**config.mk**
```make
export PLATFORM = sky130hd
export DESIGN_NAME = ltp_regs
export DESIGN_NICKNAME = d
export VERILOG_FILES = /design/src/common/ltp_pkg.sv /design/src/verilog/ltp_regs.sv
export SDC_FILE = /design/constraint.sdc
export NUM_CORES = 1
export LEC_CHECK = 0
export BUFFER_PORTS_ARGS = -buffer_cell sky130_fd_sc_hd__buf_4
export CAP_MARGIN = 20
export CELL_PAD_IN_SITES_DETAIL_PLACEMENT = 1
export CELL_PAD_IN_SITES_GLOBAL_PLACEMENT = 1
export CORE_ASPECT_RATIO = 0.8
export CORE_MARGIN = 3
export CORE_UTILIZATION = 50
export CTS_CLUSTER_SIZE = 28
export DETAILED_ROUTE_END_ITERATION = 10
export PLACE_DENSITY_LB_ADDON = 0.12
export SLEW_MARGIN = 15
export SYNTH_ARGS = -nofsm -noshare
export SYNTH_HDL_FRONTEND = slang
export SYNTH_SLANG_ARGS = --single-unit
```
**constraint.sdc**
```tcl
create_clock -name mclk_i -period 4.9 [get_ports mclk_i]
set_clock_uncertainty 0.2 [all_clocks]
set_input_delay 0 -clock mclk_i [delete_from_list [all_inputs] [get_ports mclk_i]]
set_output_delay 0 -clock mclk_i [all_outputs]
set_load 0.005 [all_outputs]
```
**src/common/ltp_pkg.sv**
```systemverilog
// Constants and carrier types for the low-power threshold and polling register bank.
// Assumes a single 40 MHz clock and a 32-bit serial frame from the host controller.
package ltp_pkg;

  // ----------------------------------------
  // Sizes and frame layout
  // ----------------------------------------
  localparam int PROG_N     = 8;
  localparam int GND_N      = 14;
  localparam int FRAME_BITS = 32;
  localparam int CNT_W      = 6;
  localparam int ADDR_MSB   = 31;
  localparam int ADDR_LSB   = 25;
  localparam int RW_BIT     = 24;
  localparam int FAULT_BIT  = 23;
  localparam int INT_BIT    = 22;
  localparam int RDATA_W    = 22;

  localparam logic [CNT_W-1:0] FRAME_CNT = 6'h20;
  localparam logic             RW_WRITE  = 1'h1;

  // ----------------------------------------
  // Register addresses (7-bit frame field)
  // ----------------------------------------
  localparam logic [6:0] ADDR_THR_PROG  = 7'h14;
  localparam logic [6:0] ADDR_THR_GND   = 7'h15;
  localparam logic [6:0] ADDR_POLL_PROG = 7'h16;
  localparam logic [6:0] ADDR_POLL_GND  = 7'h17;

  // ----------------------------------------
  // Values after power-on
  // ----------------------------------------
  localparam logic [PROG_N-1:0] THR_PROG_RST  = 8'h00;
  localparam logic [GND_N-1:0]  THR_GND_RST   = 14'h0000;
  localparam logic [PROG_N-1:0] POLL_PROG_RST = 8'h00;
  localparam logic [GND_N-1:0]  POLL_GND_RST  = 14'h0000;

  // ----------------------------------------
  // Carrier types
  // ----------------------------------------
  typedef struct packed {
    logic [GND_N-1:0]  poll_gnd;
    logic [PROG_N-1:0] poll_prog;
    logic [GND_N-1:0]  thr_gnd;
    logic [PROG_N-1:0] thr_prog;
  } ltp_cfg_t;

  // Per-channel low-power decisions applied for one polling cycle
  typedef struct packed {
    logic [PROG_N-1:0] prog_normal_thr;
    logic [GND_N-1:0]  gnd_normal_thr;
    logic [PROG_N-1:0] prog_wetting;
    logic [GND_N-1:0]  gnd_wetting;
    logic [PROG_N-1:0] prog_high_default;
  } ltp_sel_t;

  localparam ltp_cfg_t CFG_RST = {POLL_GND_RST, POLL_PROG_RST, THR_GND_RST, THR_PROG_RST};

endpackage

```
**src/verilog/ltp_regs.sv**
```systemverilog
// Low-power threshold and polling-current register bank with its serial slave port.
// Assumes the host is the serial master (mode 0, MSB first) and that the polling
// timer pulses poll_start_i once per low-power polling cycle on mclk_i.
`timescale 1ns/1ps
module ltp_regs (
  input  wire logic                      mclk_i,
  input  wire logic                      reset_n_i,
  input  wire logic                      sclk_i,
  input  wire logic                      cs_n_i,
  input  wire logic                      mosi_i,
  output logic                           miso_o,
  output logic                           miso_oe_o,
  input  wire logic                      fault_status_i,
  input  wire logic                      interrupt_flag_i,
  input  wire logic                      poll_start_i,
  input  wire logic [ltp_pkg::PROG_N-1:0] prog_battery_i,
  output ltp_pkg::ltp_sel_t              sel_o,
  output ltp_pkg::ltp_cfg_t              cfg_o
);

  // ----------------------------------------
  // Pin synchronisers
  // ----------------------------------------
  logic [2:0] sclk_q;
  logic [2:0] cs_q;
  logic [1:0] mosi_q;

  always_ff @(posedge mclk_i or negedge reset_n_i) begin
    if (!reset_n_i) begin
      sclk_q <= 3'h0;
      cs_q   <= 3'h7;
      mosi_q <= 2'h0;
    end else begin
      sclk_q <= {sclk_q[1:0], sclk_i};
      cs_q   <= {cs_q[1:0], cs_n_i};
      mosi_q <= {mosi_q[0], mosi_i};
    end
  end

  // Edges come from stages two and three only
  wire sclk_rise = sclk_q[1] & ~sclk_q[2];
  wire sclk_fall = ~sclk_q[1] & sclk_q[2];
  wire cs_fall   = ~cs_q[1] & cs_q[2];
  wire cs_rise   = cs_q[1] & ~cs_q[2];
  wire cs_act    = ~cs_q[1];

  // ----------------------------------------
  // Frame receive and transmit
  // ----------------------------------------
  logic [ltp_pkg::FRAME_BITS-1:0] rx_q;
  logic [ltp_pkg::FRAME_BITS-1:0] sh_q;
  logic [ltp_pkg::FRAME_BITS-1:0] rsp_q;
  logic [ltp_pkg::CNT_W-1:0]      cnt_q;
  logic                           miso_q;
  logic                           oe_q;

  // Only an exact 32-clock frame commits; short or long frames are dropped whole
  wire       commit  = cs_rise & (cnt_q == ltp_pkg::FRAME_CNT);
  wire [6:0] f_addr  = rx_q[ltp_pkg::ADDR_MSB:ltp_pkg::ADDR_LSB];
  wire       f_write = rx_q[ltp_pkg::RW_BIT] == ltp_pkg::RW_WRITE;
  wire       wr_en   = commit & f_write;
  wire       cnt_max = &cnt_q;

  always_ff @(posedge mclk_i or negedge reset_n_i) begin
    if (!reset_n_i) begin
      rx_q  <= '0;
      cnt_q <= '0;
    end else if (cs_fall) begin
      cnt_q <= '0;
    end else if (cs_act && sclk_rise) begin
      rx_q  <= {rx_q[ltp_pkg::FRAME_BITS-2:0], mosi_q[1]};
      cnt_q <= cnt_max ? cnt_q : cnt_q + 6'h01;
    end
  end

  // Reply goes out in the frame after the request, so no decode races the clock
  always_ff @(posedge mclk_i or negedge reset_n_i) begin
    if (!reset_n_i) begin
      sh_q   <= '0;
      miso_q <= 1'h0;
      oe_q   <= 1'h0;
    end else begin
      oe_q <= cs_act;
      if (cs_fall) begin
        sh_q   <= rsp_q;
        miso_q <= rsp_q[ltp_pkg::FRAME_BITS-1];
      end else if (cs_act && sclk_fall) begin
        sh_q   <= {sh_q[ltp_pkg::FRAME_BITS-2:0], 1'h0};
        miso_q <= sh_q[ltp_pkg::FRAME_BITS-2];
      end
    end
  end

  assign miso_o    = miso_q;
  assign miso_oe_o = oe_q;

  // ----------------------------------------
  // Registers
  // ----------------------------------------
  ltp_pkg::ltp_cfg_t cfg_q;

  wire hit_thr_prog  = f_addr == ltp_pkg::ADDR_THR_PROG;
  wire hit_thr_gnd   = f_addr == ltp_pkg::ADDR_THR_GND;
  wire hit_poll_prog = f_addr == ltp_pkg::ADDR_POLL_PROG;
  wire hit_poll_gnd  = f_addr == ltp_pkg::ADDR_POLL_GND;

  always_ff @(posedge mclk_i or negedge reset_n_i) begin
    if (!reset_n_i) begin
      cfg_q <= ltp_pkg::CFG_RST;
    end else if (wr_en) begin
      if (hit_thr_prog)  cfg_q.thr_prog  <= rx_q[ltp_pkg::PROG_N-1:0];
      if (hit_thr_gnd)   cfg_q.thr_gnd   <= rx_q[ltp_pkg::GND_N-1:0];
      if (hit_poll_prog) cfg_q.poll_prog <= rx_q[ltp_pkg::PROG_N-1:0];
      if (hit_poll_gnd)  cfg_q.poll_gnd  <= rx_q[ltp_pkg::GND_N-1:0];
    end
  end

  assign cfg_o = cfg_q;

  // Unused bits read zero; an unmapped address reads all zero
  wire [ltp_pkg::RDATA_W-1:0] rd_data =
      hit_thr_prog  ? {14'h0000, cfg_q.thr_prog}  :
      hit_thr_gnd   ? {8'h00, cfg_q.thr_gnd}      :
      hit_poll_prog ? {14'h0000, cfg_q.poll_prog} :
      hit_poll_gnd  ? {8'h00, cfg_q.poll_gnd}     : 22'h000000;

  always_ff @(posedge mclk_i or negedge reset_n_i) begin
    if (!reset_n_i) begin
      rsp_q <= '0;
    end else if (commit) begin
      rsp_q <= {rx_q[ltp_pkg::ADDR_MSB:ltp_pkg::RW_BIT], fault_status_i,
                interrupt_flag_i, rd_data};
    end
  end

  // ----------------------------------------
  // Low-power decisions
  // ----------------------------------------
  // Latched only at a polling start so a write never changes a cycle in flight
  ltp_pkg::ltp_sel_t sel_q;
  ltp_pkg::ltp_sel_t sel_d;

  always_comb begin
    sel_d.prog_normal_thr   = cfg_q.thr_prog | prog_battery_i;
    sel_d.gnd_normal_thr    = cfg_q.thr_gnd;
    sel_d.prog_wetting      = cfg_q.poll_prog;
    sel_d.gnd_wetting       = cfg_q.poll_gnd;
    sel_d.prog_high_default = prog_battery_i & ~cfg_q.poll_prog;
  end

  always_ff @(posedge mclk_i or negedge reset_n_i) begin
    if (!reset_n_i) begin
      sel_q <= '0;
    end else if (poll_start_i) begin
      sel_q <= sel_d;
    end
  end

  assign sel_o = sel_q;

  // ----------------------------------------
  // Assertions
  // ----------------------------------------
  property p_gnd_thr;
    @(posedge mclk_i) disable iff (!reset_n_i)
      poll_start_i |=> sel_q.gnd_normal_thr == $past(cfg_q.thr_gnd);
  endproperty
  a_gnd_thr: assert property (p_gnd_thr) else $error("ground threshold select wrong");

  property p_gnd_normal;
    @(posedge mclk_i) disable iff (!reset_n_i)
      poll_start_i && cfg_q.thr_gnd[0] |=> sel_q.gnd_normal_thr[0];
  endproperty
  a_gnd_normal: assert property (p_gnd_normal) else $error("normal threshold not applied");

  property p_battery_thr;
    @(posedge mclk_i) disable iff (!reset_n_i)
      poll_start_i |=> (sel_q.prog_normal_thr & $past(prog_battery_i)) == $past(prog_battery_i);
  endproperty
  a_battery_thr: assert property (p_battery_thr) else $error("battery input not on fixed threshold");

  property p_default_cur;
    @(posedge mclk_i) disable iff (!reset_n_i)
      poll_start_i |=> sel_q.prog_high_default == ($past(prog_battery_i) & ~sel_q.prog_wetting);
  endproperty
  a_default_cur: assert property (p_default_cur) else $error("default polling current wrong");

  property p_wetting;
    @(posedge mclk_i) disable iff (!reset_n_i)
      poll_start_i |=> sel_q.prog_wetting == $past(cfg_q.poll_prog)
                           && sel_q.gnd_wetting == $past(cfg_q.poll_gnd);
  endproperty
  a_wetting: assert property (p_wetting) else $error("wetting current select wrong");

  property p_hold;
    @(posedge mclk_i) disable iff (!reset_n_i)
      !poll_start_i |=> $stable(sel_q);
  endproperty
  a_hold: assert property (p_hold) else $error("selection changed outside polling start");

  property p_wr_thr_prog;
    @(posedge mclk_i) disable iff (!reset_n_i)
      wr_en && hit_thr_prog |=> cfg_q.thr_prog == $past(rx_q[7:0]);
  endproperty
  a_wr_thr_prog: assert property (p_wr_thr_prog) else $error("threshold prog write lost");

  property p_wr_thr_gnd;
    @(posedge mclk_i) disable iff (!reset_n_i)
      wr_en && hit_thr_gnd |=> cfg_q.thr_gnd == $past(rx_q[13:0]);
  endproperty
  a_wr_thr_gnd: assert property (p_wr_thr_gnd) else $error("threshold ground write lost");

  property p_wr_poll_prog;
    @(posedge mclk_i) disable iff (!reset_n_i)
      wr_en && hit_poll_prog |=> cfg_q.poll_prog == $past(rx_q[7:0]) ##1 $stable(cfg_q.thr_prog);
  endproperty
  a_wr_poll_prog: assert property (p_wr_poll_prog) else $error("polling prog write lost");

  property p_rd_upper;
    @(posedge mclk_i) disable iff (!reset_n_i)
      commit && hit_poll_gnd |=> rsp_q[21:14] == 8'h00 && rsp_q[13:0] == $past(cfg_q.poll_gnd);
  endproperty
  a_rd_upper: assert property (p_rd_upper) else $error("ground polling readback wrong");

  property p_reply;
    @(posedge mclk_i) disable iff (!reset_n_i)
      commit |=> rsp_q[31:24] == $past(rx_q[31:24]) && rsp_q[23] == $past(fault_status_i)
                 && rsp_q[22] == $past(interrupt_flag_i);
  endproperty
  a_reply: assert property (p_reply) else $error("reply header wrong");

  property p_wr_poll_gnd;
    @(posedge mclk_i) disable iff (!reset_n_i)
      wr_en && hit_poll_gnd |=> cfg_q.poll_gnd == $past(rx_q[13:0]);
  endproperty
  a_wr_poll_gnd: assert property (p_wr_poll_gnd) else $error("polling ground write lost");

  property p_rd_thr_prog;
    @(posedge mclk_i) disable iff (!reset_n_i)
      commit && hit_thr_prog |=> rsp_q[21:8] == 14'h0000 && rsp_q[7:0] == $past(cfg_q.thr_prog);
  endproperty
  a_rd_thr_prog: assert property (p_rd_thr_prog) else $error("threshold prog readback wrong");

  property p_rd_thr_gnd;
    @(posedge mclk_i) disable iff (!reset_n_i)
      commit && hit_thr_gnd |=> rsp_q[21:14] == 8'h00 && rsp_q[13:0] == $past(cfg_q.thr_gnd);
  endproperty
  a_rd_thr_gnd: assert property (p_rd_thr_gnd) else $error("threshold ground readback wrong");

  property p_rd_poll_prog;
    @(posedge mclk_i) disable iff (!reset_n_i)
      commit && hit_poll_prog |=> rsp_q[21:8] == 14'h0000 && rsp_q[7:0] == $past(cfg_q.poll_prog);
  endproperty
  a_rd_poll_prog: assert property (p_rd_poll_prog) else $error("polling prog readback wrong");

  property p_unmapped;
    @(posedge mclk_i) disable iff (!reset_n_i)
      commit && !(hit_thr_prog || hit_thr_gnd || hit_poll_prog || hit_poll_gnd) |=> rsp_q[21:0] == 22'h000000;
  endproperty
  a_unmapped: assert property (p_unmapped) else $error("unmapped readback not zero");

  property p_read_keeps;
    @(posedge mclk_i) disable iff (!reset_n_i)
      commit && !f_write |=> $stable(cfg_q);
  endproperty
  a_read_keeps: assert property (p_read_keeps) else $error("read changed a register");

  property p_prog_ground_thr;
    @(posedge mclk_i) disable iff (!reset_n_i)
      poll_start_i |=> (sel_q.prog_normal_thr & ~$past(prog_battery_i))
                       == ($past(cfg_q.thr_prog) & ~$past(prog_battery_i));
  endproperty
  a_prog_ground_thr: assert property (p_prog_ground_thr) else $error("ground input threshold wrong");

  property p_ground_current;
    @(posedge mclk_i) disable iff (!reset_n_i)
      poll_start_i |=> (sel_q.prog_high_default & ~$past(prog_battery_i)) == 8'h00
                       && (sel_q.gnd_wetting & ~$past(cfg_q.poll_gnd)) == 14'h0000;
  endproperty
  a_ground_current: assert property (p_ground_current) else $error("ground default current wrong");

  property p_oe;
    @(posedge mclk_i) disable iff (!reset_n_i)
      cs_act |=> miso_oe_o;
  endproperty
  a_oe: assert property (p_oe) else $error("data out not enabled in frame");

  property p_short_drop;
    @(posedge mclk_i) disable iff (!reset_n_i)
      cs_rise && cnt_q != ltp_pkg::FRAME_CNT |=> $stable(cfg_q) && $stable(rsp_q);
  endproperty
  a_short_drop: assert property (p_short_drop) else $error("cut frame was applied");

  c_write: cover property (@(posedge mclk_i) disable iff (!reset_n_i) wr_en && hit_thr_gnd);
  c_read: cover property (@(posedge mclk_i) disable iff (!reset_n_i) commit && !f_write && hit_poll_prog);
  c_poll: cover property (@(posedge mclk_i) disable iff (!reset_n_i) poll_start_i && |prog_battery_i);
  c_short: cover property (@(posedge mclk_i) disable iff (!reset_n_i) cs_rise && cnt_q != ltp_pkg::FRAME_CNT);
  c_unmapped: cover property (@(posedge mclk_i) disable iff (!reset_n_i) wr_en && f_addr == 7'h7f);

endmodule
```
### Yosys cells after proc, flatten, opt, wreduce, memory -nomap -nowiden

Index checks and enable logic that the tools add are counted.

| storage, ports and cells | value |
|---|---|
| output and inout bits | 98 |
| word-level logic and storage cells | 61 |
| input port bits | 16 |
| register bits | 207 |

| operators by class | value |
|---|---|
| bitwise operators | 14 |
| reduce and logical (&&, ||, !) cells | 11 |
| add/sub/neg operators | 1 |
| eq/ne operators | 6 |
| muxes and demuxes | 11 |

Operators by type and width:

| kind | number |
|---|---|
| 2-to-1 mux 31 bit | 2 |
| 2-to-1 mux 14 bit | 4 |
| == test 7 x 5 -> 1 bit, second input constant | 4 |
| 2-to-1 mux 6 bit | 3 |
| AND reduction 2 bit | 6 |
| AND 8 bit | 1 |
| NOT 8 bit | 1 |
| bitwise OR 8 bit | 1 |
| adder 6 x 1 -> 6 bit, second input constant | 1 |
| AND 1 bit | 6 |
| == test 6 bit, second input constant | 1 |
| AND reduction 6 bit | 1 |
| NOT 1 bit | 5 |
| nonzero test 2 bit | 2 |
| logical AND 1 bit | 2 |
| 2-to-1 mux 1 bit | 2 |
| inequality test 2 bit, second input constant | 1 |

### Depth between registers and ports, before layout

| logic depth | value |
|---|---|
| word-level depth | 5 |
| gate-level depth with buffers | 8 |
| mapped depth without buffers | 6 |

### Worst setup path after synthesis

No wires, ideal clock.

| timing path | value |
|---|---|
| path kind | register to register |
| start point | register rx_q[30] (netlist bit) |
| end point | register cfg_q (netlist bit cfg_o[0]) |
| slack | 2.577 ns |
| data required time | 4.575 ns |
| library setup time | 0.125 ns |
| path buffers | 1 |
| data arrival time | 1.999 ns |
| clock period less this slack | 2.323 ns |
| stages on the path, launching flop included | 6 |
| cells stage by stage | dfrtp_1 > or4b_4 > nor4_4 > nor4bb_1 > buf_4 > mux2_2 |

| between the ends | value |
|---|---|
| longest elaborated chain between the ends | 2 |

RTL lines:

| what | RTL line | text |
|---|---|---|
| from (decl) | ltp_regs.sv:50 | `logic [ltp_pkg::FRAME_BITS-1:0] rx_q;` |
| from (signal assigned) | ltp_regs.sv:71 | `rx_q <= {rx_q[ltp_pkg::FRAME_BITS-2:0], mosi_q[1]};` |
| == test 7 x 5 -> 1 bit | ltp_regs.sv:102 | `wire hit_thr_prog = f_addr == ltp_pkg::ADDR_THR_PROG;` |
| AND reduction 2 bit (no line) | n/a |  |
| to (signal assigned) | ltp_regs.sv:109 | `cfg_q <= ltp_pkg::CFG_RST;` |
| to (decl) | ltp_regs.sv:100 | `ltp_pkg::ltp_cfg_t cfg_q;` |

Every way passes these cells.
A chain may end at the register's enable or synchronous reset.

### Final worst setup path

| timing path | value |
|---|---|
| start point | register cnt_q[0] (netlist bit) |
| end point | register cfg_q (netlist bit cfg_o[3]) |

| between the ends | value |
|---|---|
| longest elaborated chain between the ends | 4 |

RTL lines:

| what | RTL line | text |
|---|---|---|
| from (decl) | ltp_regs.sv:53 | `logic [ltp_pkg::CNT_W-1:0] cnt_q;` |
| from (signal assigned) | ltp_regs.sv:72 | `cnt_q <= cnt_max ? cnt_q : cnt_q + 6'h01;` |
| == test 6 bit | ltp_regs.sv:58 | `wire commit = cs_rise & (cnt_q == ltp_pkg::FRAME_CNT);` |
| AND 1 bit | ltp_regs.sv:58 |  |
| AND 1 bit | ltp_regs.sv:61 | `wire wr_en = commit & f_write;` |
| AND reduction 2 bit (no line) | n/a |  |

Every way passes these cells.

==> results.ini <==
[outcome]
status=finished, final reports clean

[worst_hold_path]
whs_path_depth=2
hold_path_class=in2reg

[cells_and_area]
layout-drive-gt1-share_pct=40.3
num_antenna_cells=0
nNetsFinal=722
postLayoutCoreUtil_pct=61.6
syn_to_final_growth_pct=18.8

[critical_path]
cp-end-kind=register
path_max_fanout=13
worst_r2r_path_depth=7
worst-setup-path-type=reg2reg
worstSetupPathDepth=7
arrival_ps=3120
cp_num_buf_inv=2
slowest_stage=nor4bb_2
critPathMaxStageDelay_ps=840
cp.required_ps=5000
cpLargestDelayFamily=simple AND/OR/NAND/NOR gates
cp-start-kind=register
cp_cell_sequence=inv_1 -> ha_1 -> nand4b_1 -> nor4_4 -> buf_4 -> nor4bb_2 -> mux2_2

[clocking]
clkSlewWorstSetupHoldPaths_ps=70
cts_resized=0
holdBufCountCts=19
ctsLongestPathBuffers=2
clk_latency_ps=420
cts_max_level=4
cts_sinks=199
cts-root-buf=clkbuf_16
post_cts_buffers=0
cts_tree=done
numCtsBuffers=17

[grt]
antenna_found_initial=0
grt_max_degree=111
grt_pass1_wl_mm=30.5
grt_usage_pct=21.7
globalRoute.totalOverflow=0
grt_pass1_vias=5596

[drt]
wirelength_mm=18.5
drt_iter0_markers=227
dr.pass1.iters=4
drc_errors=0
wl_per_cell_um=19.9
antenna_left=0
avgViaCountPerCell=5.36
routed-via-count=5000

[power_and_ir_drop]
p_leak_uw=0.00492
power_density_nw_per_um2=336
irDropWorstVdd_uv=214

[synthesis]
synth_edf_count=0
syn_nets=633
synth_area_leader_cell=dfrtp_1
ys_warn_count=0
yosysUniqueCellTypes=40
synthAdderAreaFrac_pct=0.302
synth-xor-area-share_pct=0.317
synth_mux_area_share_pct=22.3
synth_seq_area_share_pct=60.1
synthArstFlopShare_pct=100
synth_area_um2=8300
synthTopCellsByArea=dfrtp_1, mux2_2, mux2i_1
avgSynthCellArea_um2=13.5
yosys.area_share.simple_pct=6.54
synth_top_family_by_area=multiplexers
syn_inst=615
ys.flop_type=dfrtp_1
synth_compound_area_share_pct=4.73
ys_ff_latch=199
synth_top_cell_area_share_pct=59.1

[die]
die_h_um=121
die_area_um2=18200
rows=41
coreArea_um2=16000
initial_utilization_pct=51.8
die_x_um=150
ioPinCount=114

[sta]
clock.fmax_mhz=332
final-hold-violation-count=0
drv_slew=0
fin_tns_setup_ps=0
layout_min_cycle_time_ps=3010
rsz0062_at_grt=false
max_slew_margin_pct=32.2
setup_viol=0
tightest_slew_ps=1000
min_period_over_period_pct=61.5

[placed_design]
dp_hpwl_mm=12.0
gp_congestion=0.767
port_buffers=113

[job]
cap_violations=0

==> layout make-up <==
type	instances	area (µm²)
fill	1557	6150
sequential	199	4980
multi-input combinational	334	2850
timing repair buffer	139	1100
clock buffer	22	454
tap	215	269
clock inverter	10	148
inverter	13	48.8
==> routing by layer <==
| layer | vias up | routed length (µm) | GRT usage (%) |
|---|---|---|---|
| met1 | 2627 | 8520 | 30.0 |
| met3 | 8 | 868 | 6.01 |
| li1 | 2280 | - | - |
| met2 | 85 | 9010 | 34.8 |
| met4 | 0 | 121 | 4.63 |
| met5 | - | 0 | 0 |
==> per-stage QoR <==
stage          cells  area (µm²)  hold slack [ps]  total power (µW)  setup WS, ps
6_report         932        9850             21.9              3310          1890
3_5_place_dp     881        9060            -89.2              1900          1870
4_1_cts          932        9850             1.39              3360          1790
2_1_floorplan    615        8300             -496              1810          2580
3_3_place_gp     881        9060            -90.2              1890          2040
5_1_grt          932        9850             1.90              3450          1650
==> cells in the mapped netlist, types with 2 or more instances <==
cell / count
buf_6: 3
xor2_1: 2
o211ai_1: 2
buf_2: 6
ha_1: 2
clkbuf_1: 19
nor2_1: 22
nand2_1: 51
nor2b_1: 2
and3_1: 2
o21ai_0: 41
buf_1: 4
mux2_4: 5
a22o_1: 8
mux2_2: 115
inv_1: 13
nand3b_1: 10
mux4_2: 8
dfrtp_1: 196
a21oi_1: 16
nand4b_4: 2
dfstp_2: 3
buf_4: 37
mux2i_1: 30
==> where the power goes <==
part | total (µW) | leakage, µW | internal, µW | switching (µW)
combinational | 162 | 0.00193 | 72.4 | 89.7
clock | 1430 | 0.000281 | 822 | 606
sequential | 1720 | 0.00270 | 1680 | 42.4
==> worst paths after layout <==
path / end / slack, ps / from
max in group asynchronous: cfg_o[21] / 3280 / reset_n_i
worst min-delay path: cs_q[0] / 20 / cs_n_i
worst max register to register: cfg_o[3] / 1890 / cnt_q[0]
worst min register to register: mosi_q[1] / 160 / mosi_q[0]
worst max-delay path: cfg_o[3] / 1890 / cnt_q[0]
min in group asynchronous: sh_q[13] / 40 / reset_n_i
==> flip-flops by register name (all words and copies together) (netlist names) <==
| register | cells |
|---|---|
| sh_q | 31 |
| cs_q | 3 |
| miso_o | 1 |
| sclk_q | 3 |
| cfg_o | 44 |
| sel_o | 52 |
| rsp_q | 24 |
| miso_oe_o | 1 |
| mosi_q | 2 |
| cnt_q | 6 |
| rx_q | 32 |
==> placed cells by master (no fill, tap or decap), types with 2 or more instances in the layout <==
| master | n |
|---|---|
| buf_4 | 119 |
| inv_1 | 13 |
| o21ai_0 | 41 |
| a22o_1 | 8 |
| a21oi_1 | 16 |
| mux4_2 | 8 |
| dfrtp_1 | 196 |
| xor2_1 | 2 |
| nand3b_1 | 10 |
| nor2_1 | 21 |
| clkbuf_1 | 4 |
| clkinvlp_4 | 3 |
| mux2_2 | 115 |
| dlygate4sd3_1 | 19 |
| ha_1 | 2 |
| nand2_1 | 51 |
| o211ai_1 | 2 |
| clkbuf_8 | 2 |
| nand4b_4 | 2 |
| mux2i_1 | 30 |
| and3_1 | 2 |
| bufinv_16 | 3 |
| clkbuf_16 | 17 |
| mux2_4 | 5 |
| dfstp_2 | 3 |
| clkinv_4 | 3 |
==> logic make-up after synthesis <==
| logic type | after synthesis |
|---|---|
| compound gates | 70 |
| xor+xnor | 3 |
| fa+ha+maj | 2 |
| buf+inv | 82 |
| flops | 199 |
| mux | 158 |
| simple gates | 101 |
No activity file was read; power rests on OpenSTA's default activity.
